`config.mk`:
```
export PLATFORM = sky130hd
export DESIGN_NAME = dmaas_top
export DESIGN_NICKNAME = d
export VERILOG_FILES = /design/src/design/dmaas_pkg.sv /design/src/design/dmaas_top.sv /design/src/design/dmaas_align.sv /design/src/design/dmaas_chan.sv
export VERILOG_INCLUDE_DIRS = /design/src /design/src/design
export SDC_FILE = /design/constraint.sdc
export NUM_CORES = 1
export LEC_CHECK = 0
export BUFFER_PORTS_ARGS = -buffer_cell sky130_fd_sc_hd__buf_2
export CAP_MARGIN = 20
export CORE_MARGIN = 4
export CORE_UTILIZATION = 50
export CTS_BUF_LIST = sky130_fd_sc_hd__clkbuf_4
export DETAILED_ROUTE_END_ITERATION = 10
export HOLD_SLACK_MARGIN = 0.15
export PLACE_DENSITY_LB_ADDON = 0.15
export SLEW_MARGIN = 20
export SYNTH_ARGS = -nofsm -noshare
export SYNTH_HDL_FRONTEND = slang
export SYNTH_SLANG_ARGS = --single-unit
```
`constraint.sdc`:
```
create_clock -name MCLK -period 29.1 [get_ports MCLK]
set_input_delay 5.82 -clock MCLK [delete_from_list [all_inputs] [get_ports MCLK]]
set_output_delay 5.82 -clock MCLK [all_outputs]
set_load 0.05 [all_outputs]
```
`src/design/dmaas_regs.svh`:
```
/*
 Register offsets, field positions, reset values and width codes for the DMA channel address select block.
 Assumes inclusion by bare name from design files only.
*/
`ifndef DMAAS_REGS_SVH
`define DMAAS_REGS_SVH
`define DMAAS_CFG_BASE 8'h08
`define DMAAS_PB_BASE 8'h10
`define DMAAS_MB_BASE 8'h14
`define DMAAS_CHAN_STRIDE 8'h14
`define DMAAS_SEL_OFF 8'ha8
`define DMAAS_NUM_CHAN 5
`define DMAAS_ON_BIT 0
`define DMAAS_PW_LSB 8
`define DMAAS_MW_LSB 10
`define DMAAS_CFG_MASK 32'h0000_7fff
`define DMAAS_SEL_MASK 32'h000f_ffff
`define DMAAS_RESET_VAL 32'h0000_0000
`define DMAAS_W8 2'h0
`define DMAAS_W16 2'h1
`define DMAAS_W32 2'h2
`endif

```
`src/design/dmaas_pkg.sv`:
```
/*
 Types shared by the DMA channel address select design.
 Assumes nothing beyond a SystemVerilog compiler.
*/
package dmaas_pkg;
   typedef struct packed
   {
      logic [31:0] periph;
      logic [31:0] mem;
   } dmaas_addr_s;
   typedef struct packed
   {
      logic read;
      logic write;
      logic [7:0] address;
      logic [3:0] byteenable;
      logic [31:0] writedata;
   } dmaas_req_s;
   typedef enum logic [2:0]
   {
      DMAAS_IDLE = 3'b001,
      DMAAS_ACK = 3'b010,
      DMAAS_DONE = 3'b100
   } dmaas_bus_e;
endpackage

```
`src/design/dmaas_top.sv`:
```
/*
 DMA channel address select: Avalon-MM slave, five channels, request select.
 Assumes a 50 MHz MCLK and an Avalon master that holds requests until waitrequest is low.
*/
`timescale 1ns/100ps
`default_nettype none
`include "dmaas_regs.svh"
module dmaas_top
(
   input wire logic MCLK,
   input wire logic SYS_RST,
   input wire logic [7:0] AVS_ADDRESS,
   input wire logic AVS_READ,
   input wire logic AVS_WRITE,
   input wire logic [3:0] AVS_BYTEENABLE,
   input wire logic [31:0] AVS_WRITEDATA,
   output logic [31:0] AVS_READDATA,
   output logic AVS_WAITREQUEST,
   output logic [1:0] AVS_RESPONSE,
   output logic [159:0] PERIPH_XFER_ADDR,
   output logic [159:0] MEM_XFER_ADDR,
   output logic [4:0] CHANNEL_ON,
   output logic [19:0] REQUEST_PICK
);
   localparam int NCH = `DMAAS_NUM_CHAN;
   dmaas_pkg::dmaas_req_s req;
   dmaas_pkg::dmaas_bus_e state_reg;
   dmaas_pkg::dmaas_bus_e state_next;
   logic [31:0] sel_reg;
   logic [31:0] be_mask;
   logic [31:0] rd_next;
   logic rd_hit;
   logic do_write;
   logic [NCH-1:0] cfg_we;
   logic [NCH-1:0] pb_we;
   logic [NCH-1:0] mb_we;
   logic [31:0] cfg_q [NCH];
   dmaas_pkg::dmaas_addr_s base_q [NCH];
   dmaas_pkg::dmaas_addr_s xfer_q [NCH];

   assign req.read = AVS_READ;
   assign req.write = AVS_WRITE;
   assign req.address = AVS_ADDRESS;
   assign req.byteenable = AVS_BYTEENABLE;
   assign req.writedata = AVS_WRITEDATA;
   assign be_mask = {{8{req.byteenable[3]}}, {8{req.byteenable[2]}}, {8{req.byteenable[1]}}, {8{req.byteenable[0]}}};
   // Write commits in the ACK state, the cycle waitrequest is low
   assign do_write = (state_reg == dmaas_pkg::DMAAS_ACK) && req.write;

   always_comb
   begin
      case (state_reg)
         dmaas_pkg::DMAAS_IDLE: state_next = (req.read || req.write) ? dmaas_pkg::DMAAS_ACK : dmaas_pkg::DMAAS_IDLE;
         dmaas_pkg::DMAAS_ACK: state_next = dmaas_pkg::DMAAS_DONE;
         dmaas_pkg::DMAAS_DONE: state_next = dmaas_pkg::DMAAS_IDLE;
         default: state_next = dmaas_pkg::DMAAS_IDLE;
      endcase
   end

   always_ff @(posedge MCLK or posedge SYS_RST)
   begin
      if (SYS_RST)
         state_reg <= dmaas_pkg::DMAAS_IDLE;
      else
         state_reg <= state_next;
   end

   // Waitrequest from a flop: low exactly in ACK
   always_ff @(posedge MCLK or posedge SYS_RST)
   begin
      if (SYS_RST)
         AVS_WAITREQUEST <= 1'b1;
      else
         AVS_WAITREQUEST <= !(state_next == dmaas_pkg::DMAAS_ACK);
   end

   always_comb
   begin
      cfg_we = '0;
      pb_we = '0;
      mb_we = '0;
      rd_next = 32'h0000_0000;
      rd_hit = 1'b0;
      for (int i = 0; i < NCH; i++)
      begin
         if (req.address == 8'(`DMAAS_CFG_BASE + i * `DMAAS_CHAN_STRIDE))
         begin
            cfg_we[i] = do_write;
            rd_next = cfg_q[i];
            rd_hit = 1'b1;
         end
         if (req.address == 8'(`DMAAS_PB_BASE + i * `DMAAS_CHAN_STRIDE))
         begin
            pb_we[i] = do_write;
            rd_next = base_q[i].periph;
            rd_hit = 1'b1;
         end
         if (req.address == 8'(`DMAAS_MB_BASE + i * `DMAAS_CHAN_STRIDE))
         begin
            mb_we[i] = do_write;
            rd_next = base_q[i].mem;
            rd_hit = 1'b1;
         end
      end
      if (req.address == `DMAAS_SEL_OFF)
      begin
         rd_next = sel_reg;
         rd_hit = 1'b1;
      end
   end

   always_ff @(posedge MCLK or posedge SYS_RST)
   begin
      if (SYS_RST)
         sel_reg <= `DMAAS_RESET_VAL;
      // Reserved bits 31:20 never store
      else if (do_write && req.address == `DMAAS_SEL_OFF)
         sel_reg <= ((sel_reg & ~be_mask) | (req.writedata & be_mask)) & `DMAAS_SEL_MASK;
   end

   // Read data and response registered at the ACK edge
   always_ff @(posedge MCLK or posedge SYS_RST)
   begin
      if (SYS_RST)
         AVS_READDATA <= 32'h0000_0000;
      else if (state_next == dmaas_pkg::DMAAS_ACK)
         AVS_READDATA <= req.read ? rd_next : 32'h0000_0000;
   end

   // Unmapped address answers SLVERR, reads zero
   always_ff @(posedge MCLK or posedge SYS_RST)
   begin
      if (SYS_RST)
         AVS_RESPONSE <= 2'h0;
      else if (state_next == dmaas_pkg::DMAAS_ACK)
         AVS_RESPONSE <= rd_hit ? 2'h0 : 2'h2;
   end

   for (genvar g = 0; g < NCH; g++)
   begin : g_chan
      dmaas_chan u_chan
      (
         .clk(MCLK),
         .rst(SYS_RST),
         .cfg_we(cfg_we[g]),
         .pb_we(pb_we[g]),
         .mb_we(mb_we[g]),
         .wdata(req.writedata),
         .be(req.byteenable),
         .cfg_reg(cfg_q[g]),
         .base_reg(base_q[g]),
         .xfer_addr(xfer_q[g])
      );
   end

   // Outputs flopped: aligned addresses lag the registers by one cycle
   always_ff @(posedge MCLK or posedge SYS_RST)
   begin
      if (SYS_RST)
      begin
         PERIPH_XFER_ADDR <= '0;
         MEM_XFER_ADDR <= '0;
         CHANNEL_ON <= '0;
         REQUEST_PICK <= '0;
      end
      else
      begin
         for (int i = 0; i < NCH; i++)
         begin
            PERIPH_XFER_ADDR[32*i +: 32] <= xfer_q[i].periph;
            MEM_XFER_ADDR[32*i +: 32] <= xfer_q[i].mem;
            CHANNEL_ON[i] <= cfg_q[i][`DMAAS_ON_BIT];
         end
         REQUEST_PICK <= sel_reg[19:0];
      end
   end
endmodule // dmaas_top
`default_nettype wire

```
`src/design/dmaas_align.sv`:
```
/*
 Aligns one base address to the transfer width.
 Assumes width code and address are stable registers.
*/
`timescale 1ns/100ps
`default_nettype none
`include "dmaas_regs.svh"
module dmaas_align
(
   input wire logic [31:0] base,
   input wire logic [1:0] width,
   output logic [31:0] aligned
);
   always_comb
   begin
      case (width)
         `DMAAS_W16: aligned = {base[31:1], 1'b0};
         `DMAAS_W32: aligned = {base[31:2], 2'b00};
         // Reserved code treated as 8 bits: no masking
         default: aligned = base;
      endcase
   end
endmodule // dmaas_align
`default_nettype wire

```
`src/design/dmaas_chan.sv`:
```
/*
 One channel: configuration, peripheral and memory base registers with lock.
 Assumes write strobes are one-cycle pulses already decoded by the top.
*/
`timescale 1ns/100ps
`default_nettype none
`include "dmaas_regs.svh"
module dmaas_chan
(
   input wire logic clk,
   input wire logic rst,
   input wire logic cfg_we,
   input wire logic pb_we,
   input wire logic mb_we,
   input wire logic [31:0] wdata,
   input wire logic [3:0] be,
   output logic [31:0] cfg_reg,
   output dmaas_pkg::dmaas_addr_s base_reg,
   output dmaas_pkg::dmaas_addr_s xfer_addr
);
   logic [31:0] be_mask;
   logic channel_on;
   // Separate registers so each always_ff owns its whole variable
   logic [31:0] periph_reg;
   logic [31:0] mem_reg;
   assign base_reg = {periph_reg, mem_reg};
   assign be_mask = {{8{be[3]}}, {8{be[2]}}, {8{be[1]}}, {8{be[0]}}};
   assign channel_on = cfg_reg[`DMAAS_ON_BIT];
   always_ff @(posedge clk or posedge rst)
   begin
      if (rst)
         cfg_reg <= `DMAAS_RESET_VAL;
      else if (cfg_we)
         cfg_reg <= ((cfg_reg & ~be_mask) | (wdata & be_mask)) & `DMAAS_CFG_MASK;
   end
   always_ff @(posedge clk or posedge rst)
   begin
      if (rst)
         periph_reg <= `DMAAS_RESET_VAL;
      // Locked: write dropped silently, value kept
      else if (pb_we && !channel_on)
         periph_reg <= (periph_reg & ~be_mask) | (wdata & be_mask);
   end
   always_ff @(posedge clk or posedge rst)
   begin
      if (rst)
         mem_reg <= `DMAAS_RESET_VAL;
      else if (mb_we && !channel_on)
         mem_reg <= (mem_reg & ~be_mask) | (wdata & be_mask);
   end
   dmaas_align u_pal
   (
      .base(periph_reg),
      .width(cfg_reg[`DMAAS_PW_LSB +: 2]),
      .aligned(xfer_addr.periph)
   );
   dmaas_align u_mal
   (
      .base(mem_reg),
      .width(cfg_reg[`DMAAS_MW_LSB +: 2]),
      .aligned(xfer_addr.mem)
   );
endmodule // dmaas_chan
`default_nettype wire

```
==> flow_summary.json, run 1 <==
{
  "run_status": "completed",
  "leakage_nw": 19.1,
  "finalCritPeriodShare_pct": 28.8,
  "grt_pass1_vias": 21900,
  "totalPowerFinal_mw": 2.24,
  "max-slew-margin-rel_pct": 21.5,
  "crit_required_ns": 30.01,
  "worstHoldEndpoint": "REQUEST_PICK[5]$_DFF_PP0_",
  "num_io_pins": 428,
  "routed_wire_length_per_instance_microns": 27.9,
  "critical_path.n_buffers_inverters": 3,
  "worstReg2RegStart": "state_reg[0]$_DFF_PP1_",
  "dr.first_iter.drc_count": 2036,
  "syn-cell-area_sq_um": 30000,
  "setup.worst_path.end_class": "register",
  "worst_skew_pair.late_latency_ns": 1.05,
  "die_h_microns": 253,
  "placed_cells": 3210,
  "average_size_of_a_mapped_cell_sq_um": 14.3,
  "setup.reg_to_reg.worst_slack_ns": 25.90,
  "tightestPinTransition_ns": 1.17,
  "critical_path.max_stage_delay_ns": 0.65,
  "crit_family": "simple AND/OR/NAND/NOR gates",
  "yosysSeqAreaShare_pct": 66.5,
  "h-tree-depth": 4,
  "max_freq_ghz": 0.119,
  "drive_above_1_share_pct": 44.0,
  "final_antenna_net_count": 0,
  "rows": 89,
  "seqCellArea_sq_um": 19900,
  "synth.lib_cells_used.distinct": 73,
  "fin_tns_setup_ns": 0,
  "chipWidth_microns": 253,
  "placement.io_buffers": 426,
  "fin_nets": 2693,
  "multi_input_area_sq_um": 9540,
  "fin_crit_ns": 8.39,
  "n_fill_cell": 4757,
  "post_cts_hold_buffer_count": 0,
  "postSynth.topFlopCell": "dfrtp_1",
  "place_hpwl_microns": 66200,
  "maximum_number_of_pins_on_one_net_before_global_route_repair": 185,
  "crit_path_cell_trace": "buf_2 > buf_4 > nor4b_4 > buf_4 > nand2_1 > nor3_2 > nand2_1 > mux2_2",
  "global_route.usage.total_pct": 31.0,
  "crit_type": "in -> reg",
  "drv_cap": 0,
  "worst-path-max-fanout": 54,
  "flow.area_growth_from_synthesis_pct": 18.1,
  "max_slew_violations": 0,
  "global_route_wire_length_before_repair_microns": 144000,
  "gpl.final_weighted_congestion": 0.900,
  "setup-violations-final": 0,
  "synth_seq_cells": 797,
  "numCtsBuffers": 196,
  "cts.reportedPaths.clkPinSlew_ns": 0.07,
  "synth_async_sr_flop_share_pct": 100,
  "number_of_cells_traversed_by_the_worst_register_to_register_path": 7,
  "number_of_synthesized_flops_with_an_enable_pin": 0,
  "post-cts-setup-buffer-count": 0,
  "initial_utilization_pct": 50.6,
  "crit-reg2reg-capture": "AVS_READDATA[4]$_DFFE_PP0N_",
  "grt_overflow_total": 0,
  "worst_setup_path_start_kind": "primary input",
  "synthesized_netlist_cell_count": 2102,
  "clockRootBuffer": "clkbuf_4",
  "clock_tree_from_tritoncts": "yes",
  "final-hold-violation-count": 0,
  "rsz0062_at_grt": "no",
  "whs_path_depth": 0,
  "hold_path.class": "reg -> reg",
  "cts.sink_count": 797,
  "drt-pass1-iter-count": 6,
  "synth-warning-count": 0,
  "drt-vias-per-instance": 5.94,
  "floorplan.die_area_sq_um": 63900,
  "cpMaxStageDelayCell": "nor3_2",
  "power.ir.vdd_worst_uv": 34.7,
  "power-per-cell-area_nw_per_um2": 63.3,
  "via_count": 21100,
  "synth.net_count": 2160,
  "cts-resized-gates": 0,
  "drc": 0,
  "grt_antenna_before_repair": 7,
  "core-area_sq_um": 59200,
  "clock-skew-final_ns": 0.0603,
  "cts.path.max_buffers": 3,
  "drt_wl_total_microns": 98800,
  "post_layout_nonfiller_instances": 3545,
  "timing.critical_path.arrival_ns": 9.30
}
## cell type report
class / count / share of cell area [%]
diodes: 3 / 0.0212
clock buffers: 287 / 6.08
clock inverters: 45 / 1.05
inverters: 15 / 0.180
multi-input cells: 1171 / 26.9
flip-flops and latches: 797 / 56.3
well taps: 773 / 2.73
repair buffers: 454 / 6.68
## routing by layer
| layer | global-route usage (%) | wire length [microns] |
|---|---|---|
| met4 | 15.0 | 4930 |
| met3 | 8.89 | 9350 |
| met2 | 47.2 | 45400 |
| met1 | 41.5 | 39100 |
| met5 | 0 | 41 |
## power by group
part / internal (mW) / switching (mW) / total (mW)
clock: 0.510 / 0.444 / 0.954
sequential: 1.12 / 0.0107 / 1.13
combinational: 0.0313 / 0.122 / 0.153
## synth_stat cells, types with 19 or more instances
master    number  area share [%]
nand2_1       82             1.0
nor2_1       119             1.5
buf_2         29            0.48
a21oi_1       69             1.2
a221o_1       21            0.70
a221oi_1      29            0.85
o21ai_0       70             1.2
a22oi_1       22            0.55
a22o_1        22            0.64
a21o_1        21            0.53
and2_1        19            0.40
dfrtp_1      795              66
o22ai_1       52             1.1
mux2_2       405              15
clkbuf_1      68            0.85
mux2i_1       24            0.80
## kinds of logic after synthesis
group	synth area share, %
multiplexers	16.4
XOR/XNOR	0.0292
other	0.0125
AND/OR/NAND/NOR	5.57
buffers and inverters	1.86
flip-flops	66.5
AO/OA/AOI/OAI	9.20
adder cells (fa/ha/maj)	0.417
## how the worst max path moves through the flow
stage / start / endpoint / slack [ns] / cells after the start
3_5_place_dp: AVS_ADDRESS[1] / register / 19.82 / 6
3_3_place_gp: AVS_ADDRESS[3] / register / 19.84 / 8
4_1_cts: AVS_ADDRESS[1] / register / 20.98 / 6
6_report: AVS_ADDRESS[3] / register / 20.71 / 8
2_1_floorplan: SYS_RST / AVS_READDATA[0]$_DFFE_PP0N_ / 0.90 / 1
5_1_grt: AVS_ADDRESS[1] / register / 20.74 / 6
## through the flow
stage               area [sq um]  hold WS (ns)  worst slack, ns  util [%]
detailed placement         32900         0.384            19.82      55.5
floorplan                  30000         0.362            0.903         -
finish                     35400         0.383            20.71      59.8
global route               35400         0.401            20.74      59.8
CTS                        35400         0.380            20.98      59.8
global placement           32900         0.379            19.84      55.5
## layout by cell type (no fill, tap or decap), types with 6 or more instances in the layout
master,Yosys,routed
dfrtp_1,795,795
a221o_1,21,21
buf_4,5,26
nand3_1,17,17
mux2i_1,24,24
a21o_1,21,21
o211ai_1,15,15
mux2_2,405,405
ha_1,10,10
o21a_1,11,11
nor2_1,119,116
buf_2,29,425
a22oi_1,22,22
inv_1,13,12
o22ai_1,52,52
nand2_1,82,82
bufinv_16,0,7
a22o_1,22,22
o21ai_0,70,70
nor3_2,9,8
a21oi_1,69,69
clkinv_1,2,29
a221oi_1,29,29
nor3_1,9,9
a211o_1,6,6
mux2_1,10,10
and2_1,19,19
nand2_2,12,12
a211oi_1,16,16
clkbuf_4,0,287
o221ai_1,10,10
a31oi_1,9,9
(Power assumes the default switching activity.)
==> run 2, diff against run 1 <==
- clock period: 29.1 -> 7.44 ns (I/O delays scaled with it)
==> flow_summary.json, run 2 (same netlist as run 1, synthesis figures left out) <==
{
  "run_status": "completed",
  "crit_type": "in -> reg",
  "cell_internal_pwr_mw": 6.34,
  "chipWidth_microns": 253,
  "num_io_pins": 428,
  "layout.cells.most_common_list": "795 x dfrtp_1, 425 x buf_2, 405 x mux2_2, 278 x clkbuf_4, 116 x nor2_1",
  "cts.path.max_buffers": 3,
  "max-slew-margin-rel_pct": 19.7,
  "final-hold-violation-count": 0,
  "tightestPinTransition_ns": 1.20,
  "gpl.final_weighted_congestion": 0.882,
  "post-route-worst-setup-slack_ns": 3.73,
  "p_seq_share_pct": 51.6,
  "cpMaxStageDelayCell": "nor3_2",
  "clockRootBuffer": "clkbuf_4",
  "final_design_area_no_fill_sq_um": 35400,
  "final_antenna_net_count": 0,
  "crit_family": "simple AND/OR/NAND/NOR gates",
  "max_slew_violations": 0,
  "hold_path.class": "reg -> reg",
  "drive_above_1_share_pct": 43.6,
  "postLayoutCoreUtil_pct": 59.7,
  "drv_cap": 0,
  "drc": 0,
  "dr.first_iter.drc_count": 2120,
  "max_freq_ghz": 0.269,
  "worstReg2RegStart": "state_reg[2]$_DFF_PP0_",
  "setup.reg_to_reg.worst_slack_ns": 4.42,
  "worst-path-stages": 6,
  "global_route.usage.total_pct": 30.6,
  "fin_crit_ns": 3.71,
  "whs_path_depth": 0,
  "totalPowerFinal_mw": 8.60,
  "floorplan.die_area_sq_um": 63900,
  "rows": 89,
  "placement.io_buffers": 426,
  "clock_tree_from_tritoncts": "yes",
  "worst-path-max-fanout": 22,
  "core-area_sq_um": 59200,
  "cts-resized-gates": 0,
  "cts.reportedPaths.clkPinSlew_ns": 0.07,
  "grt_antenna_before_repair": 8,
  "routed_wire_length_per_instance_microns": 27.6,
  "drt_wl_total_microns": 98000,
  "fin_tns_setup_ns": 0,
  "crit_required_ns": 8.34,
  "critical_path.max_stage_delay_ns": 0.75,
  "via_count": 21100,
  "post_layout_nonfiller_instances": 3555,
  "worst_path_most_repeated_cell": "nand2_1",
  "worst_skew_pair.late_latency_ns": 1.05,
  "worstHoldEndpoint": "PERIPH_XFER_ADDR[35]$_DFF_PP0_",
  "total_switching_power_mw": 2.25,
  "drt-pass1-iter-count": 5,
  "global_route_wire_length_before_repair_microns": 143000,
  "power-per-cell-area_nw_per_um2": 243,
  "rsz0062_at_grt": "no",
  "setup-violations-final": 0,
  "post-cts-setup-buffer-count": 0,
  "power.ir.vdd_worst_uv": 140,
  "worst_setup_path_start_kind": "primary input",
  "post_cts_hold_buffer_count": 0,
  "setup.worst_path.end_class": "register",
  "timing.critical_path.arrival_ns": 4.61,
  "maximum_number_of_pins_on_one_net_before_global_route_repair": 193,
  "die_h_microns": 253,
  "worst_hold_slack_ns": 0.377,
  "grt_pass1_vias": 21800,
  "numCtsBuffers": 196,
  "leakage_nw": 19.1,
  "number_of_cells_traversed_by_the_worst_register_to_register_path": 5,
  "share_comb_of_total_power_pct": 7.0,
  "place_hpwl_microns": 66100,
  "clock-skew-final_ns": 0.0646,
  "post_dp_cell_area_sq_um": 32900,
  "grt_overflow_total": 0,
  "crit_path_cell_trace": "buf_2 > nor4b_4 > nand2_1 > nor3_2 > nand2_1 > mux2_2",
  "initial_utilization_pct": 50.6,
  "finalCritPeriodShare_pct": 49.9,
  "drt-vias-per-instance": 5.92,
  "cts.sink_count": 797,
  "layout.cells.most_common": "dfrtp_1",
  "fin_nets": 2695,
  "clkPwrFrac_pct": 41.4,
  "flow.area_growth_from_synthesis_pct": 18.0,
  "h-tree-depth": 4,
  "sw_frac_of_total_pct": 26.2,
  "critical_path.n_buffers_inverters": 1,
  "placed_cells": 3211,
  "detailedPlace.worstSlack_ns": 2.84
}
## run 2: layout make-up
class | instances | area [sq um]
Fill cell | 4845 | 23800
Sequential cell | 797 | 19900
Multi-Input combinational cell | 1171 | 9540
Timing Repair Buffer | 456 | 2430
Clock buffer | 278 | 2090
Tap cell | 773 | 967
Clock inverter | 62 | 362
Inverter | 15 | 60.1
Antenna cell | 3 | 7.51
## run 2: layer usage
| layer | vias up | wire length, microns | track usage [%] |
|---|---|---|---|
| met1 | 10900 | 39700 | 41.2 |
| met3 | 206 | 8390 | 8.56 |
| li1 | 8850 | - | - |
| met5 | - | 27 | 0 |
| met2 | 1100 | 46500 | 47.9 |
| met4 | 4 | 3380 | 12.3 |
## run 2: how the worst max path moves through the flow
| stage | from | end |
|---|---|---|
| floorplan | SYS_RST | AVS_READDATA[0]$_DFFE_PP0N_ |
| global placement | AVS_ADDRESS[2] | AVS_READDATA[9]$_DFFE_PP0N_ |
| detailed placement | AVS_ADDRESS[5] | register |
| CTS | AVS_ADDRESS[2] | register |
| global route | AVS_ADDRESS[5] | register |
| finish | AVS_ADDRESS[5] | register |
## run 2: power groups by stage
stage	Sequential [mW]	Clock, mW	Combinational (mW)
after floorplan	4.61	0	0.287
after global placement	4.51	0	0.593
after detailed placement	4.51	0	0.602
after CTS	4.43	3.63	0.603
after global routing	4.43	3.87	0.646
final	4.43	3.56	0.605
==> run 3, diff against run 2 <==
- clock period: 7.44 -> 3.5 ns (I/O delays scaled with it)
==> flow_summary.json, run 3 (same netlist as run 1, synthesis figures left out) <==
{
  "drive_above_1_share_pct": 44.4,
  "run_status": "completed",
  "hold_path.class": "in -> reg",
  "worst-path-max-fanout": 13,
  "tightestPinTransition_ns": 0.826,
  "final-hold-violation-count": 0,
  "worst_skew_pair.late_latency_ns": 1.06,
  "post-cts-setup-buffer-count": 0,
  "leakage_nw": 19.5,
  "dr.first_iter.drc_count": 1871,
  "postLayoutCoreUtil_pct": 61.1,
  "cts.reportedPaths.clkPinSlew_ns": 0.07,
  "crit_type": "reg -> reg",
  "fin_tns_setup_ns": 0,
  "gpl.final_weighted_congestion": 0.911,
  "setup.worst_path.end_class": "register",
  "num_io_pins": 428,
  "fin_nets": 2782,
  "clock-skew-final_ns": 0.0611,
  "rsz0062_at_grt": "no",
  "place_hpwl_microns": 67600,
  "power.ir.vdd_worst_uv": 326,
  "cts.sink_count": 797,
  "layout.cells.most_common": "dfrtp_1",
  "drt_wl_total_microns": 99600,
  "worst_setup_path_start_kind": "register",
  "maximum_number_of_pins_on_one_net_before_global_route_repair": 139,
  "global_route.usage.total_pct": 31.2,
  "max-slew-margin-rel_pct": 44.8,
  "critical_path.n_buffers_inverters": 0,
  "timing.critical_path.arrival_ns": 3.83,
  "drt-vias-per-instance": 5.85,
  "rows": 89,
  "fin_crit_ns": 2.95,
  "placement.io_buffers": 426,
  "routed_wire_length_per_instance_microns": 27.4,
  "drc": 0,
  "max_freq_ghz": 0.339,
  "worst_hold_slack_ns": 0.264,
  "grt_antenna_before_repair": 7,
  "totalPowerFinal_mw": 18.4,
  "grt_overflow_total": 0,
  "initial_utilization_pct": 50.6,
  "power-per-cell-area_nw_per_um2": 508,
  "final_antenna_net_count": 0,
  "cts-resized-gates": 0,
  "floorplan.die_area_sq_um": 63900,
  "clockRootBuffer": "clkbuf_4",
  "critical_path.max_stage_delay_ns": 0.69,
  "drv_cap": 0,
  "drt-pass1-iter-count": 8,
  "h-tree-depth": 4,
  "cpMaxStageDelayCell": "nor3b_1",
  "flow.area_growth_from_synthesis_pct": 20.7,
  "max_slew_violations": 0,
  "setup-violations-final": 0,
  "crit_required_ns": 4.38,
  "clock_tree_from_tritoncts": "yes",
  "die_h_microns": 253,
  "finalCritPeriodShare_pct": 84.4,
  "crit_path_cell_trace": "nor3b_1 > and3_1 > nand2_1 > mux2_2",
  "crit_family": "simple AND/OR/NAND/NOR gates",
  "post_dp_cell_area_sq_um": 33400,
  "grt_pass1_vias": 22300,
  "global_route_wire_length_before_repair_microns": 145000,
  "cts.path.max_buffers": 3,
  "chipWidth_microns": 253,
  "numCtsBuffers": 195,
  "core-area_sq_um": 59200,
  "post_cts_hold_buffer_count": 37,
  "layout.cells.most_common_list": "795 x dfrtp_1, 425 x buf_2, 405 x mux2_2, 283 x clkbuf_4, 117 x nor2_1",
  "via_count": 21300,
  "final_design_area_no_fill_sq_um": 36200
}
-- run 3: routing by layer --
metal | GRT usage (%) | up-vias | share of wire (%)
met3 | 9.02 | 235 | 8.8
met2 | 49.0 | 1100 | 47
met1 | 41.4 | 10900 | 40
met4 | 12.6 | 8 | 3.9
met5 | 0 | - | 0.048
li1 | - | 8999 | -
-- run 3: power breakdown --
part	switching, mW	internal [mW]	leakage, nW	total (mW)
clock	3.64	3.92	1.45	7.56
sequential	0.0876	9.34	11.1	9.43
combinational	1.05	0.356	6.95	1.41
total	4.78	13.6	19.5	18.4
-- run 3: layout make-up --
class	count	area [sq um]
Clock inverter	51	310
Tap cell	773	967
Inverter	15	60.1
Sequential cell	797	19900
Multi-Input combinational cell	1171	9530
Antenna cell	3	7.51
Clock buffer	283	2120
Timing Repair Buffer	544	3250
Fill cell	4797	23000
-- run 3: path summary, 6_finish.rpt --
kind	startpoint	end	slack, ns	cells after the start
setup / recovery	state_reg[2]$_DFF_PP0_	register	0.55	4
hold / removal	AVS_BYTEENABLE[1]	register	0.26	3
setup reg to reg	state_reg[2]$_DFF_PP0_	register	0.55	4
hold reg to reg	register	MEM_XFER_ADDR[84]$_DFF_PP0_	0.37	0
max in group asynchronous	SYS_RST	PERIPH_XFER_ADDR[140]$_DFF_PP0_	1.50	5
min in group asynchronous	SYS_RST	asynchronous set/reset pin	0.86	4
-- run 3: stage by stage --
stage          std cells  setup slack, ns
2_1_floorplan       2102            -8.14
6_report            3637            0.546
3_5_place_dp        3262            0.236
5_1_grt             3636            0.429
4_1_cts             3633            0.616
3_3_place_gp        3262            0.313
-- run 3: worst min-delay path: cells and delay by family --
family        cells  cell delay, ns
simple gates      1            0.25
mux               1            0.21
buf+inv           1            0.13
